--- src/inc/ipm_pkg.sv ---
// Constants, types and helper functions shared by the interrupt pending and mask block
package ipm_pkg;

  // ****************************************************************
  // Bus widths
  // ****************************************************************
  localparam int ADDR_W = 36;
  localparam int DATA_W = 32;
  localparam int SRC_N = 32;
  localparam int IDX_W = 8;

  // ****************************************************************
  // Register byte addresses, top page of the address space
  // ****************************************************************
  localparam logic [ADDR_W-1:0] NORMAL_INDEX_ADDR = 36'hFFFFFFF20;
  localparam logic [ADDR_W-1:0] FAST_INDEX_ADDR = 36'hFFFFFFF24;
  localparam logic [ADDR_W-1:0] EVENT_STATUS_ADDR = 36'hFFFFFFF28;
  localparam logic [ADDR_W-1:0] ROUTE_SELECT_ADDR = 36'hFFFFFFF2C;
  localparam logic [ADDR_W-1:0] PENDING_WORD_ADDR = 36'hFFFFFFF30;
  localparam logic [ADDR_W-1:0] MASK_WORD_ADDR = 36'hFFFFFFF34;

  // ****************************************************************
  // Values after reset
  // ****************************************************************
  localparam logic [DATA_W-1:0] MASK_RESET = 32'h0;
  localparam logic [DATA_W-1:0] ROUTE_RESET = 32'h0;
  localparam logic [DATA_W-1:0] STATUS_RESET = 32'h0;
  localparam logic [DATA_W-1:0] PENDING_RESET = 32'h0;
  localparam logic [DATA_W-1:0] UNMAPPED_READ = 32'h0;
  localparam logic [IDX_W-1:0] INDEX_NONE = 8'h0;

  // ****************************************************************
  // Source bit positions in every 32-bit word
  // ****************************************************************
  localparam int BIT_EXT_FAULT = 31;
  localparam int BIT_SYS_SERIAL = 30;
  localparam int BIT_PWM0 = 29;
  localparam int BIT_PWM1 = 28;
  localparam int BIT_PWM2 = 27;
  localparam int BIT_PWM3 = 26;
  localparam int BIT_FAULT_MUX = 25;
  localparam int BIT_ADC = 24;
  localparam int BIT_CPOWER_RTC = 23;
  localparam int BIT_WCMP0 = 22;
  localparam int BIT_WCAP0 = 21;
  localparam int BIT_WCMP1 = 20;
  localparam int BIT_WCAP1_DT = 19;
  localparam int BIT_WOVF = 18;
  localparam int BIT_NT0 = 17;
  localparam int BIT_NT1 = 16;
  localparam int BIT_NT2 = 15;
  localparam int BIT_NT3 = 14;
  localparam int BIT_FE2 = 13;
  localparam int BIT_FE1 = 12;
  localparam int BIT_FE0 = 11;
  localparam int BIT_CMP_SERIAL = 10;
  localparam int BIT_PMBUS = 9;
  localparam int BIT_U1_TX = 8;
  localparam int BIT_U1_RX = 7;
  localparam int BIT_U0_TX = 6;
  localparam int BIT_U0_RX = 5;
  localparam int BIT_U_ERR = 4;
  localparam int BIT_WD_HALF = 3;
  localparam int BIT_WD_MAX = 2;
  localparam int BIT_EXT_PIN = 1;
  localparam int BIT_BROWNOUT = 0;

  // ****************************************************************
  // Pin synchroniser: external fault, external pin, brownout
  // ****************************************************************
  localparam int SYNC_W = 3;
  localparam logic [SYNC_W-1:0] SYNC_RESET = 3'h0;

  // Highest set source wins; result is source number plus one, zero for none
  function automatic logic [IDX_W-1:0] ipm_top_index(input logic [SRC_N-1:0] vec);
    logic [IDX_W-1:0] idx;
    idx = INDEX_NONE;
    for (int i = 0; i < SRC_N; i++) begin
      if (vec[i]) begin
        idx = IDX_W'(i + 1);
      end
    end
    return idx;
  endfunction : ipm_top_index

endpackage : ipm_pkg

--- src/core/ipm_core.sv ---
// Interrupt pending word, mask word, routing and index vectors for 32 request sources
`timescale 1ns/100ps
`default_nettype none

// Notes on behaviour
// - A read-only 32-bit pending word shows 1 for each source with a request pending and 0 otherwise.
// - Bits 31 to 24 are external fault, system serial, PWM units 0 to 3, fault multiplexer and converter.
// - Bits 23 to 16 are constant power/clock, wide compare 0, capture 0, compare 1, capture 1, overflow, timers 0 and 1.
// - Bits 15 to 8 are timers 2 and 3, front ends 2 to 0, comparator/serial group, PMBus and second transmitter.
// - Bits 7 to 0 are second receiver, first transmitter, first receiver, error, watchdog half and max, pin, brownout.
// - The pending word has no defined value after reset and only follows the request lines.
// - A 32-bit read/write mask word uses the same bit layout and clears to zero at reset.
// - A per-source routing bit picks the normal line when zero, the default, and the fast line when one.
// - Each index register shows zero when no unmasked source routed to its line is pending, otherwise N for channel N-1, highest channel first.
module ipm_core (
  input wire logic mclk, // System clock, 50 MHz
  input wire logic sys_rst, // Asynchronous reset, active high
  input wire logic [ipm_pkg::ADDR_W-1:0] bus_addr, // Register byte address
  input wire logic [ipm_pkg::DATA_W-1:0] bus_wdata, // Write data
  input wire logic bus_wr, // Write strobe, one cycle
  input wire logic bus_rd, // Read strobe, one cycle
  output logic [ipm_pkg::DATA_W-1:0] bus_rdata, // Read data, cycle after strobe
  input wire logic external_fault_request, // Pin, external fault
  input wire logic system_serial_request, // System serial port
  input wire logic pwm_unit0_request, // PWM unit 0
  input wire logic pwm_unit1_request, // PWM unit 1
  input wire logic pwm_unit2_request, // PWM unit 2
  input wire logic pwm_unit3_request, // PWM unit 3
  input wire logic fault_mux_request, // Fault multiplexer
  input wire logic adc_request, // Analogue-to-digital converter
  input wire logic constant_power_rtc_request, // Constant power / real-time clock
  input wire logic wide_timer_compare0_request, // 24-bit compare 0
  input wire logic wide_timer_capture0_request, // 24-bit capture 0
  input wire logic wide_timer_compare1_request, // 24-bit compare 1
  input wire logic capture1_deadtime_request, // 24-bit capture 1 / dead time
  input wire logic wide_timer_overflow_request, // 24-bit overflow
  input wire logic narrow_timer0_request, // 16-bit timer 0
  input wire logic narrow_timer1_request, // 16-bit timer 1
  input wire logic narrow_timer2_request, // 16-bit timer 2
  input wire logic narrow_timer3_request, // 16-bit timer 3
  input wire logic front_end2_request, // Front end 2
  input wire logic front_end1_request, // Front end 1
  input wire logic front_end0_request, // Front end 0
  input wire logic comparator_serial_group_request, // Comparator / I2C / SPI group
  input wire logic pmbus_request, // PMBus port
  input wire logic uart1_tx_request, // Second UART transmitter
  input wire logic uart1_rx_request, // Second UART receiver
  input wire logic uart0_tx_request, // First UART transmitter
  input wire logic uart0_rx_request, // First UART receiver
  input wire logic uart_error_request, // Combined UART error
  input wire logic watchdog_half_count_request, // Watchdog half count
  input wire logic watchdog_max_count_request, // Watchdog maximum count
  input wire logic external_pin_request, // Pin, external interrupt
  input wire logic brownout_request, // Brownout detector, asynchronous
  output logic normal_irq, // Normal interrupt line, level
  output logic fast_irq, // Fast interrupt line, level
  output logic event_irq, // Sticky event interrupt, level
  output logic [ipm_pkg::IDX_W-1:0] normal_line_index_vector, // Top normal source index
  output logic [ipm_pkg::IDX_W-1:0] fast_line_index_vector // Top fast source index
);
  import ipm_pkg::*;

  // ****************************************************************
  // State
  // ****************************************************************
  typedef struct packed {
    logic [DATA_W-1:0] pending;
    logic [DATA_W-1:0] mask;
    logic [DATA_W-1:0] route;
    logic [DATA_W-1:0] status;
    logic [DATA_W-1:0] rdata;
    logic [IDX_W-1:0] normal_idx;
    logic [IDX_W-1:0] fast_idx;
    logic normal_line;
    logic fast_line;
    logic event_line;
  } ipm_state_type;

  ipm_state_type state_reg;
  ipm_state_type state_next;

  logic [SYNC_W-1:0] pin_raw;
  logic [SYNC_W-1:0] pin_sync;
  logic [SRC_N-1:0] req_vec;
  logic [SRC_N-1:0] rise_vec;
  logic [SRC_N-1:0] status_clear;
  logic [SRC_N-1:0] normal_vec;
  logic [SRC_N-1:0] fast_vec;
  logic [SRC_N-1:0] pending_new;
  logic [SRC_N-1:0] mask_new;
  logic [SRC_N-1:0] route_new;
  logic [SRC_N-1:0] status_new;

  // ****************************************************************
  // Pin-driven requests
  // ****************************************************************
  // Fault, pin and brownout come from outside the clock domain
  assign pin_raw = {external_fault_request, external_pin_request, brownout_request};

  ipm_sync u_sync (
    .mclk(mclk),
    .sys_rst(sys_rst),
    .pin_in(pin_raw),
    .pin_sync(pin_sync)
  );

  // ****************************************************************
  // Request vector assembly
  // ****************************************************************
  // Upper byte of sources
  always_comb begin
    req_vec = '0;
    req_vec[BIT_EXT_FAULT] = pin_sync[2];
    req_vec[BIT_SYS_SERIAL] = system_serial_request;
    req_vec[BIT_PWM0] = pwm_unit0_request;
    req_vec[BIT_PWM1] = pwm_unit1_request;
    req_vec[BIT_PWM2] = pwm_unit2_request;
    req_vec[BIT_PWM3] = pwm_unit3_request;
    req_vec[BIT_FAULT_MUX] = fault_mux_request;
    req_vec[BIT_ADC] = adc_request;
    // Second byte: power, clock and 24/16-bit timers
    req_vec[BIT_CPOWER_RTC] = constant_power_rtc_request;
    req_vec[BIT_WCMP0] = wide_timer_compare0_request;
    req_vec[BIT_WCAP0] = wide_timer_capture0_request;
    req_vec[BIT_WCMP1] = wide_timer_compare1_request;
    req_vec[BIT_WCAP1_DT] = capture1_deadtime_request;
    req_vec[BIT_WOVF] = wide_timer_overflow_request;
    req_vec[BIT_NT0] = narrow_timer0_request;
    req_vec[BIT_NT1] = narrow_timer1_request;
    // Third byte: timers, front ends and serial ports
    req_vec[BIT_NT2] = narrow_timer2_request;
    req_vec[BIT_NT3] = narrow_timer3_request;
    req_vec[BIT_FE2] = front_end2_request;
    req_vec[BIT_FE1] = front_end1_request;
    req_vec[BIT_FE0] = front_end0_request;
    req_vec[BIT_CMP_SERIAL] = comparator_serial_group_request;
    req_vec[BIT_PMBUS] = pmbus_request;
    req_vec[BIT_U1_TX] = uart1_tx_request;
    // Low byte: UARTs, watchdog, pin and brownout
    req_vec[BIT_U1_RX] = uart1_rx_request;
    req_vec[BIT_U0_TX] = uart0_tx_request;
    req_vec[BIT_U0_RX] = uart0_rx_request;
    req_vec[BIT_U_ERR] = uart_error_request;
    req_vec[BIT_WD_HALF] = watchdog_half_count_request;
    req_vec[BIT_WD_MAX] = watchdog_max_count_request;
    req_vec[BIT_EXT_PIN] = pin_sync[1];
    req_vec[BIT_BROWNOUT] = pin_sync[0];
  end

  // ****************************************************************
  // Register writes
  // ****************************************************************
  // Mask word: software-owned, feeds every gate below
  always_comb begin
    mask_new = state_reg.mask;
    if (bus_wr && (bus_addr == MASK_WORD_ADDR)) begin
      mask_new = bus_wdata;
    end
  end

  // Route select: zero sends a source to the normal line
  always_comb begin
    route_new = state_reg.route;
    if (bus_wr && (bus_addr == ROUTE_SELECT_ADDR)) begin
      route_new = bus_wdata;
    end
  end

  // Writes to the pending word or the index registers are ignored, they are read-only
  assign status_clear = (bus_wr && (bus_addr == EVENT_STATUS_ADDR)) ? bus_wdata : '0;

  // ****************************************************************
  // Pending word and sticky events
  // ****************************************************************
  // Pending follows the live request level one cycle late; no latch, so no stale state
  assign pending_new = req_vec;

  // A new request is a rising level on the pending word
  assign rise_vec = req_vec & ~state_reg.pending;

  // Set wins over a write-one clear in the same cycle, so no event is lost
  assign status_new = (state_reg.status & ~status_clear) | rise_vec;

  // ****************************************************************
  // Masking and routing of the registered pending word
  // ****************************************************************
  // Gating uses the registered copies so both lines see one consistent snapshot
  assign normal_vec = state_reg.pending & state_reg.mask & ~state_reg.route;
  assign fast_vec = state_reg.pending & state_reg.mask & state_reg.route;

  // ****************************************************************
  // Next state
  // ****************************************************************
  always_comb begin
    state_next = state_reg;
    state_next.pending = pending_new;
    state_next.mask = mask_new;
    state_next.route = route_new;
    state_next.status = status_new;
    // Line levels from the gated vectors
    state_next.normal_line = |normal_vec;
    state_next.fast_line = |fast_vec;
    state_next.event_line = |(state_reg.status & state_reg.mask);
    // Index vectors, higher channel numbers take priority
    state_next.normal_idx = ipm_top_index(normal_vec);
    state_next.fast_idx = ipm_top_index(fast_vec);
    // Read data stands for the single cycle after the strobe, zero otherwise
    state_next.rdata = UNMAPPED_READ;
    if (bus_rd) begin
      case (bus_addr)
        PENDING_WORD_ADDR: begin
          state_next.rdata = state_reg.pending;
        end
        MASK_WORD_ADDR: begin
          state_next.rdata = state_reg.mask;
        end
        ROUTE_SELECT_ADDR: begin
          state_next.rdata = state_reg.route;
        end
        EVENT_STATUS_ADDR: begin
          state_next.rdata = state_reg.status;
        end
        NORMAL_INDEX_ADDR: begin
          state_next.rdata = {{(DATA_W - IDX_W){1'b0}}, state_reg.normal_idx};
        end
        FAST_INDEX_ADDR: begin
          state_next.rdata = {{(DATA_W - IDX_W){1'b0}}, state_reg.fast_idx};
        end
        default: begin
          state_next.rdata = UNMAPPED_READ;
        end
      endcase
    end
  end

  // ****************************************************************
  // State register
  // ****************************************************************
  // Pending is cleared only to give the flops a known start; software must not rely on it
  always_ff @(posedge mclk or posedge sys_rst) begin
    if (sys_rst) begin
      state_reg <= '{
        pending: PENDING_RESET,
        mask: MASK_RESET,
        route: ROUTE_RESET,
        status: STATUS_RESET,
        rdata: UNMAPPED_READ,
        normal_idx: INDEX_NONE,
        fast_idx: INDEX_NONE,
        normal_line: 1'b0,
        fast_line: 1'b0,
        event_line: 1'b0
      };
    end else begin
      state_reg <= state_next;
    end
  end

  // ****************************************************************
  // Outputs, all from flops
  // ****************************************************************
  assign bus_rdata = state_reg.rdata;
  assign normal_irq = state_reg.normal_line;
  assign fast_irq = state_reg.fast_line;
  assign event_irq = state_reg.event_line;
  assign normal_line_index_vector = state_reg.normal_idx;
  assign fast_line_index_vector = state_reg.fast_idx;

endmodule : ipm_core

`default_nettype wire

--- src/core/ipm_sync.sv ---
// Two-flop synchroniser for interrupt request pins arriving from outside the clock domain
`timescale 1ns/100ps
`default_nettype none

module ipm_sync (
  input wire logic mclk, // System clock
  input wire logic sys_rst, // Asynchronous reset, active high
  input wire logic [ipm_pkg::SYNC_W-1:0] pin_in, // Raw pin levels
  output logic [ipm_pkg::SYNC_W-1:0] pin_sync // Levels after two flops
);
  import ipm_pkg::*;

  typedef struct packed {
    logic [SYNC_W-1:0] stage1;
    logic [SYNC_W-1:0] stage2;
  } ipm_sync_state_type;

  ipm_sync_state_type state_reg;
  ipm_sync_state_type state_next;

  // ****************************************************************
  // Next state: first stage feeds only the second stage
  // ****************************************************************
  always_comb begin
    state_next = state_reg;
    state_next.stage1 = pin_in;
    state_next.stage2 = state_reg.stage1;
  end

  // Registers take constants only under reset
  always_ff @(posedge mclk or posedge sys_rst) begin
    if (sys_rst) begin
      state_reg <= '{stage1: SYNC_RESET, stage2: SYNC_RESET};
    end else begin
      state_reg <= state_next;
    end
  end

  assign pin_sync = state_reg.stage2;

endmodule : ipm_sync

`default_nettype wire

--- config.mk ---
export PLATFORM = sky130hd
export DESIGN_NAME = ipm_core
export DESIGN_NICKNAME = d
export VERILOG_FILES = /design/src/inc/ipm_pkg.sv /design/src/core/ipm_core.sv /design/src/core/ipm_sync.sv
export SDC_FILE = /design/constraint.sdc
export NUM_CORES = 1
export LEC_CHECK = 0
export BUFFER_PORTS_ARGS = -buffer_cell sky130_fd_sc_hd__buf_2
export CAP_MARGIN = 20
export CORE_MARGIN = 2
export CORE_UTILIZATION = 56
export DETAILED_ROUTE_END_ITERATION = 12
export GPL_ROUTABILITY_DRIVEN = 0
export PLACE_DENSITY = 0.9
export SLEW_MARGIN = 20
export SYNTH_ARGS = -nofsm -noshare
export SYNTH_HDL_FRONTEND = slang
export SYNTH_HIERARCHICAL = 1
export SYNTH_SLANG_ARGS = --single-unit
--- constraint.sdc ---
create_clock -name mclk -period 7.23 [get_ports mclk]
set_input_delay 0.723 -clock mclk [delete_from_list [all_inputs] [get_ports mclk]]
set_output_delay 0.723 -clock mclk [all_outputs]
set_load 0.02 [all_outputs]
==> impl_results.md <==
- Switch share: 0.227
- Clk sinks: approximately 180
- Hold_buf cts: 0
- Die height: 130 µm
- Clk_skew: between 0.01 and 0.015 ns
- Crit. End Element: flip-flop
- CTS Buf Count: 17
- Final std cells w/o fill: 1,169
- Synth Warn #: 6
- Avg Inst Size Synth: between 10 and 15 µm²
- Crit path largest cell delay: roughly 0.85 ns
- Core area: between 0.015 and 0.02 mm²
- Met1 usage: 0.379
- Later-pin clock latency in the skew report: between 0.4 and 0.5 ns
- Dpl cells: around 1,100
- Routed via count: around 7,300
- I/O Pins: approximately 160
- Fin util: 0.641
- Synth top area cells: dfrtp_1 51%, mux2_2 7.6%, nand2_1 4.9%
- Count leader, synth: dfrtp_1
- Crit path from: bus_addr[4]
- Clock transition at the registers of the reported paths: 0.07 ns
- Status: finished clean
- Final Max Slew Viols: 0
- Cts repair resizes: 0
- Worst-path maximum fanout: 56
- Number of DRC markers in iteration 0: 1,108
- Fin nets: roughly 1,000
- Crit path max-delay cell type: nor2_1
- TritonCTS clock tree: yes
- DRC viols: 0
- CP Class: input port to flip-flop
- Worst Reg2Reg Path Length in Cells: 5
- Internal power: around 1.7 mW
- Post-Syn Area: between 0.008 and 0.009 mm²
- Detail Placement HPWL: 16,700 µm
- DR WL/cell: approximately 20 µm
- Starting density of the core: 0.565
- Initial antenna violation count: 0
- RSZ-0062 raised after global routing: false
- Crit path DAT: between 3 and 4 ns
- Total overflow reported by the global router: 0
- Final Cell Area: 0.0101 mm²
- Met3 Track Usage GR: 0.0746
- Comb power frac: 0.049
- Largest net degree at the start of global routing: approximately 100
- #FFs+latches synth: about 180
- Seq/Total Area, Yosys: 0.510
- Synth unique cells: 54
- Startpoint Class: input port
- GRT met2 Usage: 0.455
- Tot GR Track Use: 0.289
- Cell taking the most area after synthesis: dfrtp_1
- Cell leakage power: 4.99 nW
- Flop pwr share: 0.485
- Min-delay worst type: input port to async pin
- Tmin final: a little over 3 ns
- Final WS setup: ~4.1 ns
- Post-synth EDFFs: 0
- Die area: about 0.017 mm²
- Ys async rst share: 1.00
- DIE WIDTH: 130 µm
- Final hold vios: 0
- VDD IR max: 169 µV
- Layout area overhead: 13.4%
- Cell Pwr Density: 212 mW/mm²
- Relative slew slack: 0.345
- Synth Flop Type: dfrtp_1
- # fillers: ~1,200
- RR Endpoint: normal_line_index_vector[0]$_DFF_PP0_
- Root buf cell: clkbuf_16
- Most frequent CP cell: nor2_1
- Routed wire length: 23,500 µm
- Area post-placement: around 0.0094 mm²
- Via-to-Cell Ratio: about 6.2
- Max reg flops: ~130
- Max cap viols: 0
- Post-CTS setup repair buffer count: 0
- Worst r2r src: state_reg[120]$_DFFE_PP0P_
- Port bufs: 150
- # setup viols final: 0
- Pre-Repair DR Iteration Count: 6
- Post-synth top area share: 0.510
- Reg2reg setup slack: between 5 and 6 ns
- Antenna Cells: 0
- Vias in the first global route: 7,077
- H-Tree Depth: 4
- Crit share post-route: 0.427
- Worst slack, placed: 3.81 ns
- Switching power: 486 µW
- Bufs on Longest Clock Path: 2
- CP required: roughly 7.6 ns
- Share of layout cells above drive strength 1: 0.275
- Synth cell count leaders: 181 x dfrtp_1, 116 x nand2_1, 60 x mux2_2, 48 x buf_4, 45 x nor2_1
- Worst-path cell chain: buf_2 -> clkinv_1 -> nor2_1 -> buf_4 -> a222oi_1 -> nor2_1
- Max frequency: 324 MHz
- First-pass GRT wire length: ~37,000 µm
- Worst-Margin Slew: between 0.9 and 1 ns
- Gr busiest metal: met2
- Clock power frac: 0.467
- Final ANT Viol Nets: 0
- Sum Neg Setup Slack: 0 ns
- Cell count after synthesis: roughly 840
- Rows: 46
==> cell families after synthesis <==
kind of cell | share of synthesized area
flops | 0.510
simple gates | 0.183
compound gates | 0.136
mux | 0.0963
other cells | 0.000422
buf+inv | 0.0745
==> layout make-up <==
cell class / count / area [µm²] / area share
clock inverter: 14 / 198 / 0.0196
clock buffer: 18 / 439 / 0.0436
multi-input combinational: 549 / 3710 / 0.368
sequential: 181 / 4530 / 0.449
tap: 216 / 270 / 0.0268
timing repair buffer: 156 / 796 / 0.0790
inverter: 35 / 136 / 0.0135
==> how the worst max path moves through the flow <==
stage / end / cells past startpoint
6_report: bus_rdata[27]$_DFF_PP0_ / 6
5_1_grt: bus_rdata[22]$_DFF_PP0_ / 6
4_1_cts: bus_rdata[22]$_DFF_PP0_ / 6
3_5_place_dp: bus_rdata[15]$_DFF_PP0_ / 6
3_3_place_gp: bus_rdata[31]$_DFF_PP0_ / 6
2_1_floorplan: bus_rdata[0]$_DFF_PP0_ / 1
==> per-layer routing <==
metal | share of wire | vias up | wire [µm]
met5 | 0 | - | 0
met1 | 0.40 | 3556 | 9380
li1 | - | 3242 | -
met2 | 0.48 | 412 | 11200
met4 | 0.038 | 0 | 885
met3 | 0.088 | 76 | 2070
==> power groups by stage <==
stage                     combinational [mW]  sequential [mW]  clock, mW
final                                  0.104             1.04      0.997
after global routing                   0.116             1.04       1.05
after CTS                              0.104             1.04       1.00
after detailed placement               0.104             1.05          0
after global placement                 0.101             1.05          0
after floorplan                       0.0529             1.05          0
==> per-stage QoR <==
| step | hold slack (ns) | power (mW) |
|---|---|---|
| 2_1_floorplan | 0.331 | 1.10 |
| 3_3_place_gp | 0.332 | 1.15 |
| 6_report | 0.228 | 2.14 |
| 5_1_grt | 0.230 | 2.20 |
| 4_1_cts | 0.225 | 2.14 |
| 3_5_place_dp | 0.345 | 1.16 |
==> critical path: cells and delay by family <==
kind,cells,cell delay [ns]
AO/OA/AOI/OAI,1,0.13
buffers and inverters,3,1.53
AND/OR/NAND/NOR,2,1.02
==> placed cells by master (no fill, tap or decap), types with 9 or more instances in the layout <==
| master | instances |
|---|---|
| a22o_1 | 34 |
| nor3_1 | 11 |
| o21ai_0 | 43 |
| nor4_1 | 9 |
| and3_1 | 13 |
| nand2_1 | 116 |
| mux2_2 | 60 |
| nand3b_1 | 19 |
| a22oi_1 | 18 |
| inv_1 | 33 |
| nand4_1 | 27 |
| a222oi_1 | 26 |
| and3b_1 | 12 |
| nor2_1 | 45 |
| a21oi_1 | 11 |
| nand3_1 | 34 |
| buf_2 | 150 |
| clkbuf_16 | 17 |
| dfrtp_1 | 181 |
(Power assumes the default switching activity.)
